<file path="src/drive_cmd_pkg.sv">
/*
 * Constants and types shared by the drive command word decoder and its
 * command holding store: word widths, bit positions, reset values and the
 * enumerations of sequencing states and stop modes.
 * Assumes a single system clock domain for every user of these names.
 */
package drive_cmd_pkg;

    // Widths of the command word and of the reference word.
    localparam int CMD_W = 16;
    localparam int REF_W = 16;
    localparam int APP_W = 4;

    // Bit positions inside the command word.
    localparam int BIT_RAMP_STOP = 0;
    localparam int BIT_COAST_STOP = 1;
    localparam int BIT_QUICK_STOP = 2;
    localparam int BIT_PERMIT = 3;
    localparam int BIT_RAMP_OUT = 4;
    localparam int BIT_RAMP_HOLD = 5;
    localparam int BIT_RAMP_IN = 6;
    localparam int BIT_RESET = 7;
    localparam int BIT_JOG1 = 8;
    localparam int BIT_JOG2 = 9;
    localparam int BIT_REMOTE = 10;
    localparam int BIT_LOCATION = 11;
    localparam int BIT_APP_LO = 12;
    localparam int BIT_APP_HI = 15;

    // Reset and comparison values of the held words.
    localparam logic [CMD_W-1:0] CMD_RESET = 16'h0000;
    localparam logic [REF_W-1:0] REF_RESET = 16'h0000;
    localparam logic [CMD_W-1:0] CMD_ZERO = 16'h0000;
    localparam logic [REF_W-1:0] REF_ZERO = 16'h0000;
    localparam logic [APP_W-1:0] APP_RESET = 4'h0;

    // Sequencing states of the drive.
    typedef enum logic [3:0] {
        st_sw_on_inhibited,
        st_ready_sw_on,
        st_ready_operate,
        st_op_enabled,
        st_op_inhibited,
        st_off1_active,
        st_off2_active,
        st_off3_active,
        st_fault
    } seq_state_e;

    // Stop request handed to the ramp logic, strongest last.
    typedef enum logic [1:0] {
        stop_none,
        stop_ramp,
        stop_quick,
        stop_coast
    } stop_mode_e;

endpackage : drive_cmd_pkg

</file>
<file path="src/drive_command_word_decoder.sv">
/*
 * Decoder of the fieldbus command word under the converting profile. It
 * holds the accepted word and reference, runs the drive sequencing state
 * machine and drives the stop, ramp, jog, fault reset, location and
 * application outputs.
 * Assumes all inputs, the configuration selects included, come from logic
 * on ref_clk, and that the drive reports a stopped motor and active fault.
 */
`timescale 1ns/10ps
module drive_command_word_decoder (
    input wire logic ref_clk,
    input wire logic arst_n,
    input wire logic cmd_valid,
    input wire logic [drive_cmd_pkg::CMD_W-1:0] cmd_word,
    input wire logic [drive_cmd_pkg::REF_W-1:0] ref_word,
    input wire logic run_en_from_bus,
    input wire logic run_en_ext,
    input wire logic ramp_in_from_bus,
    input wire logic reset_from_bus,
    input wire logic jog_from_bus,
    input wire logic location_from_bus,
    input wire logic fault_active,
    input wire logic motor_stopped,
    output drive_cmd_pkg::seq_state_e seq_state,
    output drive_cmd_pkg::stop_mode_e stop_mode,
    output logic ramp_out_zero,
    output logic ramp_hold,
    output logic ramp_in_zero,
    output logic jog1_req,
    output logic jog2_req,
    output logic fault_reset,
    output logic location_b_sel,
    output logic [drive_cmd_pkg::APP_W-1:0] app_bits,
    output logic bus_ctl_en,
    output logic ref_ramp_lock,
    output logic [drive_cmd_pkg::CMD_W-1:0] drive_cmd,
    output logic [drive_cmd_pkg::REF_W-1:0] drive_ref
);
    import drive_cmd_pkg::*;

    logic all_zero;
    logic accept;
    logic [CMD_W-1:0] held_cmd;
    logic [REF_W-1:0] held_ref;
    logic ramp_stop_ctl;
    logic coast_stop_ctl;
    logic quick_stop_ctl;
    logic permit;
    logic run_en_eff;
    logic go_enable;
    logic reset_prev_r;
    logic reset_rise;
    seq_state_e state_r;
    seq_state_e state_nxt;
    stop_mode_e stop_mode_nxt;
    logic bus_ctl_en_r;
    logic ref_ramp_lock_r;

    // A word is taken when remote control is on, or when word and
    // reference are both zero; otherwise the previous pair stays in force.
    assign all_zero = (cmd_word == CMD_ZERO) && (ref_word == REF_ZERO);
    assign accept = cmd_valid && (cmd_word[BIT_REMOTE] || all_zero);

    // The accepted pair becomes the drive's own command representation.
    cmd_hold u_hold (
        .ref_clk(ref_clk),
        .arst_n(arst_n),
        .wr_en(accept),
        .cmd_word(cmd_word),
        .ref_word(ref_word),
        .held_cmd(held_cmd),
        .held_ref(held_ref)
    );

    assign drive_cmd = held_cmd;
    assign drive_ref = held_ref;

    // Control gating follows each received word, accepted or not.
    always_ff @(posedge ref_clk or negedge arst_n) begin
        if (!arst_n) begin
            bus_ctl_en_r <= 1'b0;
            ref_ramp_lock_r <= 1'b0;
        end else if (cmd_valid) begin
            bus_ctl_en_r <= accept;
            ref_ramp_lock_r <= !cmd_word[BIT_REMOTE] && all_zero;
        end
    end

    assign bus_ctl_en = bus_ctl_en_r;
    assign ref_ramp_lock = ref_ramp_lock_r;

    // Individual controls taken from the held word.
    assign ramp_stop_ctl = held_cmd[BIT_RAMP_STOP];
    assign coast_stop_ctl = held_cmd[BIT_COAST_STOP];
    assign quick_stop_ctl = held_cmd[BIT_QUICK_STOP];
    assign permit = held_cmd[BIT_PERMIT];

    // With a bus run enable the permit bit is the run enable itself.
    assign run_en_eff = run_en_from_bus ? permit : run_en_ext;
    assign go_enable = permit && run_en_eff;

    // Rising edge of the reset bit; only accepted words change held_cmd.
    always_ff @(posedge ref_clk or negedge arst_n) begin
        if (!arst_n) begin
            reset_prev_r <= 1'b0;
        end else begin
            reset_prev_r <= held_cmd[BIT_RESET];
        end
    end

    assign reset_rise = held_cmd[BIT_RESET] && !reset_prev_r;

    // Fault reset is a one-cycle pulse, and a steady level does nothing.
    always_ff @(posedge ref_clk or negedge arst_n) begin
        if (!arst_n) begin
            fault_reset <= 1'b0;
        end else begin
            fault_reset <= reset_rise && fault_active && reset_from_bus;
        end
    end

    // Strongest stop request wins when several are asked together.
    always_comb begin
        if (!coast_stop_ctl) begin
            stop_mode_nxt = stop_coast;
        end else if (!quick_stop_ctl) begin
            stop_mode_nxt = stop_quick;
        end else if (!ramp_stop_ctl) begin
            stop_mode_nxt = stop_ramp;
        end else begin
            stop_mode_nxt = stop_none;
        end
    end

    // Decoded ramp, jog, location and application outputs, one flop each.
    always_ff @(posedge ref_clk or negedge arst_n) begin
        if (!arst_n) begin
            stop_mode <= stop_none;
            ramp_out_zero <= 1'b1;
            ramp_hold <= 1'b1;
            ramp_in_zero <= 1'b0;
            jog1_req <= 1'b0;
            jog2_req <= 1'b0;
            location_b_sel <= 1'b0;
            app_bits <= APP_RESET;
        end else begin
            stop_mode <= stop_mode_nxt;
            ramp_out_zero <= !held_cmd[BIT_RAMP_OUT];
            ramp_hold <= !held_cmd[BIT_RAMP_HOLD];
            ramp_in_zero <= ramp_in_from_bus && !held_cmd[BIT_RAMP_IN];
            jog1_req <= jog_from_bus && held_cmd[BIT_JOG1];
            jog2_req <= jog_from_bus && held_cmd[BIT_JOG2];
            location_b_sel <= location_from_bus && held_cmd[BIT_LOCATION];
            app_bits <= held_cmd[BIT_APP_HI:BIT_APP_LO];
        end
    end

    // Sequencing. A fault overrides everything, then coast, then quick
    // stop; a fresh start out of inhibit needs the ramp-stop bit at 0 first
    // so that a tripped drive cannot restart on a standing run word.
    always_comb begin
        state_nxt = state_r;
        if (fault_active && state_r != st_fault) begin
            state_nxt = st_fault;
        end else if (state_r == st_fault) begin
            if (fault_reset) begin
                state_nxt = st_sw_on_inhibited;
            end
        end else if (!coast_stop_ctl && state_r != st_off2_active
                     && state_r != st_sw_on_inhibited) begin
            state_nxt = st_off2_active;
        end else if (!quick_stop_ctl && state_r != st_off2_active
                     && state_r != st_off3_active
                     && state_r != st_sw_on_inhibited) begin
            state_nxt = st_off3_active;
        end else begin
            case (state_r)
                st_sw_on_inhibited: begin
                    if (coast_stop_ctl && quick_stop_ctl && !ramp_stop_ctl) begin
                        state_nxt = st_ready_sw_on;
                    end
                end
                st_ready_sw_on: begin
                    if (ramp_stop_ctl) begin
                        state_nxt = st_ready_operate;
                    end
                end
                st_ready_operate: begin
                    if (!ramp_stop_ctl) begin
                        state_nxt = st_ready_sw_on;
                    end else if (go_enable) begin
                        state_nxt = st_op_enabled;
                    end
                end
                st_op_enabled: begin
                    if (!ramp_stop_ctl) begin
                        state_nxt = st_off1_active;
                    end else if (!go_enable) begin
                        state_nxt = st_op_inhibited;
                    end
                end
                st_op_inhibited: begin
                    if (!ramp_stop_ctl) begin
                        state_nxt = st_off1_active;
                    end else if (go_enable) begin
                        state_nxt = st_op_enabled;
                    end
                end
                st_off1_active: begin
                    if (motor_stopped) begin
                        state_nxt = st_ready_sw_on;
                    end
                end
                st_off2_active: begin
                    if (motor_stopped) begin
                        state_nxt = st_sw_on_inhibited;
                    end
                end
                st_off3_active: begin
                    if (motor_stopped) begin
                        state_nxt = st_sw_on_inhibited;
                    end
                end
                default: begin
                    state_nxt = st_sw_on_inhibited;
                end
            endcase
        end
    end

    // State register.
    always_ff @(posedge ref_clk or negedge arst_n) begin
        if (!arst_n) begin
            state_r <= st_sw_on_inhibited;
        end else begin
            state_r <= state_nxt;
        end
    end

    assign seq_state = state_r;
endmodule : drive_command_word_decoder

</file>
<file path="src/cmd_hold.sv">
/*
 * Holding store for the last accepted command word and reference.
 * Assumes the write enable and data come from logic on the same clock.
 */
`timescale 1ns/10ps
module cmd_hold (
    input wire logic ref_clk,
    input wire logic arst_n,
    input wire logic wr_en,
    input wire logic [drive_cmd_pkg::CMD_W-1:0] cmd_word,
    input wire logic [drive_cmd_pkg::REF_W-1:0] ref_word,
    output logic [drive_cmd_pkg::CMD_W-1:0] held_cmd,
    output logic [drive_cmd_pkg::REF_W-1:0] held_ref
);
    import drive_cmd_pkg::*;

    // Both words load together so the pair never splits.
    always_ff @(posedge ref_clk or negedge arst_n) begin
        if (!arst_n) begin
            held_cmd <= CMD_RESET;
            held_ref <= REF_RESET;
        end else if (wr_en) begin
            held_cmd <= cmd_word;
            held_ref <= ref_word;
        end
    end

endmodule : cmd_hold

</file>
<file path="config.mk">
export PLATFORM = sky130hd
export DESIGN_NAME = drive_command_word_decoder
export DESIGN_NICKNAME = d
export VERILOG_FILES = /design/src/drive_cmd_pkg.sv /design/src/drive_command_word_decoder.sv /design/src/cmd_hold.sv
export SDC_FILE = /design/constraint.sdc
export NUM_CORES = 1
export LEC_CHECK = 0
export ABC_AREA = 1
export BUFFER_PORTS_ARGS = -buffer_cell sky130_fd_sc_hd__buf_2
export CORE_MARGIN = 5
export CORE_UTILIZATION = 53
export CTS_BUF_LIST = sky130_fd_sc_hd__clkbuf_4
export CTS_CLUSTER_DIAMETER = 50
export CTS_CLUSTER_SIZE = 8
export DETAILED_ROUTE_END_ITERATION = 6
export PLACE_DENSITY = 0.87
export SLEW_MARGIN = 20
export SYNTH_ARGS = -nofsm -noshare
export SYNTH_HDL_FRONTEND = slang
export SYNTH_SLANG_ARGS = --single-unit
</file>
<file path="constraint.sdc">
create_clock -name ref_clk -period 3.56 [get_ports ref_clk]
set_input_delay 0.356 -clock ref_clk [delete_from_list [all_inputs] [get_ports ref_clk]]
set_output_delay 0.356 -clock ref_clk [all_outputs]
set_load 0.02 [all_outputs]
</file>
After elaboration in Yosys (flattened, before gate mapping)
Index checks and enable logic that the tools add are counted.
W data, S select, Z words.
{"block": "word_totals", "regBits": 52, "input_bits": 43, "wordCells": 85, "output_inout_bits": 51}
{"block": "op_classes", "mux": 19, "n_reduce_logical": 34, "eq_ne": 17}
{"cell": "$mux W4", "n": 14}
{"cell": "$logic_not A16 Y1", "n": 2}
{"cell": "$pmux W4 S7", "n": 1}
{"cell": "$logic_and A1 B1 Y1", "n": 19}
{"cell": "$eq A4 B3 Y1 const B", "n": 4}
{"cell": "$ne A6 B6 Y1 const B", "n": 2}
{"cell": "$eq A4 B2 Y1 const B", "n": 2}
{"cell": "$logic_not A1 Y1", "n": 8}
{"cell": "$ne A4 B3 Y1 const B", "n": 2}
{"cell": "$ne A7 B7 Y1 const B", "n": 1}
{"cell": "$ne A6 B1 Y1 const B", "n": 1}
{"cell": "$ne A6 B5 Y1 const B", "n": 1}
{"cell": "$reduce_and A6 Y1", "n": 1}
{"cell": "$eq A4 B1 Y1 const B", "n": 1}
{"cell": "$eq A4 B4 Y1 const B", "n": 1}
{"cell": "$logic_not A4 Y1", "n": 1}
{"cell": "$mux W2", "n": 2}
{"cell": "$ne A4 B4 Y1 const B", "n": 1}
{"cell": "$reduce_bool A4 Y1", "n": 1}
{"cell": "$ne A3 B3 Y1 const B", "n": 1}
{"cell": "$mux W1", "n": 2}
{"cell": "$reduce_or A2 Y1", "n": 1}
{"cell": "$logic_or A1 B1 Y1", "n": 1}

Logic depth before layout (Yosys ltp)
{"block": "depth", "word_depth": 9, "mapped_depth": 11, "depth_no_buf": 10}

Hierarchy
Synthesis repeated with hierarchy kept, for this count alone.
{"block": "unflattened", "hier_cells": 289, "area_unflattened_um2": 2373.5}
{"module": "cmd_hold", "instances": 1, "area_per_inst_um2": 1292.5, "seq_area_each_um2": 800.8, "cells_each": 136}
{"module": "drive_command_word_decoder", "instances": 1, "area_per_inst_um2": 1081.0, "seq_area_each_um2": 503.0, "cells_each": 153}

Worst setup path before layout
OpenSTA, ideal clock, no wires.
{"block": "synth_timing", "path_kind": "register to register", "start": "register state_r[0] (netlist: seq_state[0])", "end": "register state_r[0] (netlist: seq_state[0])", "required_ns": 3.443, "setup_ns": 0.117, "n_path_buf": 0, "period_less_slack_ns": 1.372, "slack_ns": 2.188, "stages_incl_launch_ff": 10, "t_arrival_ns": 1.255, "path_cell_list": "dfrtp_1 > nor2_2 > nand3_1 > nand2_1 > inv_2 > and2_1 > nand2_1 > inv_1 > nand3_1 > nand2_1"}
{"block": "synth_via", "elab_chain_len": 8, "word_cells_on_any_way": 35, "classes_between": "eq/ne (17); mux (8); reduce/logical (10)"}
{"element": "start, declared", "line_no": "drive_command_word_decoder.sv:53", "text": "seq_state_e state_r;"}
{"element": "start signal, assigned", "line_no": "drive_command_word_decoder.sv:234", "text": "state_r <= st_sw_on_inhibited;"}
{"element": "start signal, assigned", "line_no": "drive_command_word_decoder.sv:236", "text": "state_r <= state_nxt;"}
{"element": "parallel branches: the longest is 8 deep, another holds $pmux W4 S7"}
Parallel ways; which one is timed is not known.
A chain may end at the register's enable or synchronous reset.

Worst setup path after layout
{"block": "layout_timing", "start": "input port cmd_word[9] in the netlist's numbering", "end": "register u_hold.held_ref[13] in the netlist's numbering"}
{"block": "layout_via", "elab_chain_len": 4}
{"element": "start, declared", "line_no": "drive_command_word_decoder.sv:14", "text": "input wire logic [drive_cmd_pkg::CMD_W-1:0] cmd_word,"}
{"element": "$logic_not A16 Y1", "line_no": "drive_command_word_decoder.sv:61", "text": "assign all_zero = (cmd_word == CMD_ZERO) && (ref_word == REF_ZERO);"}
{"element": "$logic_and A1 B1 Y1", "line_no": "drive_command_word_decoder.sv:61"}
{"element": "$logic_or A1 B1 Y1", "line_no": "drive_command_word_decoder.sv:62", "text": "assign accept = cmd_valid && (cmd_word[BIT_REMOTE] || all_zero);"}
{"element": "$logic_and A1 B1 Y1", "line_no": "drive_command_word_decoder.sv:62"}
{"element": "end signal, assigned", "line_no": "cmd_hold.sv:24", "text": "held_ref <= ref_word;"}
{"element": "end, declared", "line_no": "cmd_hold.sv:13", "text": "output logic [drive_cmd_pkg::REF_W-1:0] held_ref"}
No other way between the ends.

==> metrics.txt <==
outcome complete, no violations; Worst-path clk slew 0.13 ns; die footprint approximately 5800 um2; pin count of the biggest net entering global routing 53; minimum clock period between 1.5 and 2 ns; crit start category primary input; first-pass GRT wire length 9563 um; setup TNS 0 ns; Cell variety after synth 25; Post-CTS Hold Fix Bufs 0; Fin. Hold Viols 0; Gate Count Post-Synth 281; Die X 76.05 um; Max stage delay on crit path between 0.4 and 0.5 ns; FF-to-FF Start seq_state[0]; Port Buffers between 90 and 100; Synth Register Bits 52; core box area between 4000 and 5000 um2; Critical Path, Cell by Cell buf_2 > nor2_1 > nand2_1 > nor2_1 > nand2_1 > nor2_1 > nand2b_1 > nand2_4 > nand2_1 > nand2_1; io pins 94; crit path DAT 1.85 ns; CP Max Fanout 31; Final Max Tran Viols 0; routability cong. 0.8931; cell chosen for the clock root clkbuf_4; WL final 5506 um; Detailed Routing Iterations Pass 1 4; commonest non-fill, non-tap cell in the layout nand2_1; sequential element share of the synthesized area 56.39%; Clock Sinks 52; post-cts resize count 0; f_max 651.0 MHz; fin area around 2900 um2; RSZ-0062 raised after global routing no; Initial Utilization 53.85%; number of antenna violations at the first check in global routing 0; vias per cell 4.862; Iter 0 DRT Violations between 70 and 80; placed cell areas 2800 um2; max_cap viols 0; Worst path top cell family by delay simple AND/OR/NAND/NOR gates; Slew @ Worst Pin 0.7479 ns; Design Power 1.510 mW; Post-Syn Nets 324; grt ovf 0; number of CTS-inserted buffers 5; Setup crit start cmd_word[9]; Top cell by count, worst path nand2_1; Setup Fix Bufs, Post-CTS 0; Tot GR Track Use 19.99%; ANT nets after route 0; CTS tree built; Setup CP Type primary input to flip-flop; DR WL/cell ~13 um; Detailed Place HPWL 4197 um; nets@finish 417; Cell Count, Final, Fillers Out 426; die height 76.05 um; critical path capture point type flip-flop; Worst EP required 3.87 ns; Crit path buffers/inverters 1; relative slew slack 50.02%; Syn-to-layout area delta 23.27%; Hold WS 0.07650 ns; clock latency on the worst-skew pair 0.36 ns; ant diodes 0; worst hold path class primary input to asynchronous set/reset pin; yosys warns 0; Post-Syn Area per Cell roughly 8.2 um2; Static Leakage 1.657 nW; vias in the first global route 2076; final clock period utilization by the worst path 43.15%; H-tree levels 2; VDD IR-drop max approximately 0.33 mV; DR DRC count 0; Clock Skew 0.004166 ns; power per cell area 529.7 nW/um2; routed vias just over 2k; num rows 24; setup violators final 0; Clock Path Buffers 2; Slowest cell on crit path nand2_4; Cell Area, Synth 2312 um2; share of layout cells above drive strength 1 31.82%; placed cells between 400 and 500; commonest cells after routing, fill and taps aside 105 x nand2_1, 93 x buf_2, 50 x dfrtp_1, 42 x nand3_1, 30 x nor2_1
-- logic make-up after synthesis --
| logic type | synth area share [%] |
|---|---|
| AO/OA/AOI/OAI | 0.9740 |
| AND/OR/NAND/NOR | 36.74 |
| flip-flops | 56.39 |
| buffers and inverters | 5.898 |
-- worst paths after layout --
path	endpoint	slack, ns	cells past startpoint
max reg2reg	seq_state[0]	2.10	9
min reg2reg	fault_reset	0.42	1
min	app_bits[2]	0.08	2
min in group ref_clk	ramp_in_zero	0.17	3
max in group asynchronous	seq_state[3]	3.05	2
max	u_hold.held_ref[13]	2.02	10
-- area by class of cell --
| type | instances | area (um2) |
|---|---|---|
| clock buffers | 6 | 45.04 |
| clock inverters | 1 | 5.005 |
| inverters | 19 | 71.32 |
| flip-flops and latches | 52 | 1304 |
| well taps | 52 | 65.06 |
| fillers | 380 | 1444 |
| multi-input cells | 200 | 872.1 |
| repair buffers | 96 | 488.0 |
-- cells in the mapped netlist, drive strengths merged --
library cell  instances  share of area, %
nand3                44                10
buf                   9               2.7
nand2b                1              0.27
clkbuf                1              0.16
nand2               109                18
o21bai                1              0.32
dfstp                 2               2.3
dfrtp                50                54
a21oi                 1              0.22
and2                  3              0.81
inv                  19               3.1
or2                   1              0.27
nand4                 1              0.27
nor3                  3              0.65
nor2                 34               6.2
o21ai                 2              0.43
-- state kept, by name, indices dropped and copies added (netlist names) --
signal / flops
ramp_hold: 1
jog2_req: 1
stop_mode: 2
seq_state: 4
ramp_out_zero: 1
app_bits: 4
ramp_in_zero: 1
fault_reset: 1
u_hold.held_ref: 16
location_b_sel: 1
jog1_req: 1
u_hold.held_cmd: 16
reset_prev_r: 1
bus_ctl_en: 1
ref_ramp_lock: 1
-- report_power, final --
| group | internal [mW] | switching [mW] |
|---|---|---|
| combinational | 0.176 | 0.330 |
| sequential | 0.672 | 0.0801 |
| clock | 0.0808 | 0.170 |
| total | 0.929 | 0.580 |
-- stage by stage --
step,worst slack [ns],util (%)
final,2.024,66.38
after global routing,1.795,66.38
after CTS,2.008,66.38
after detailed placement,1.607,65.21
after global placement,1.698,65.21
after floorplan,2.188,-
-- per-layer routing --
layer	global-route usage, %	share of wire (%)
met5	0	0
met4	5.245	0.96
met3	6.501	7.7
met2	33.05	49
met1	25.31	42
No activity file was read; power rests on OpenSTA's default activity.
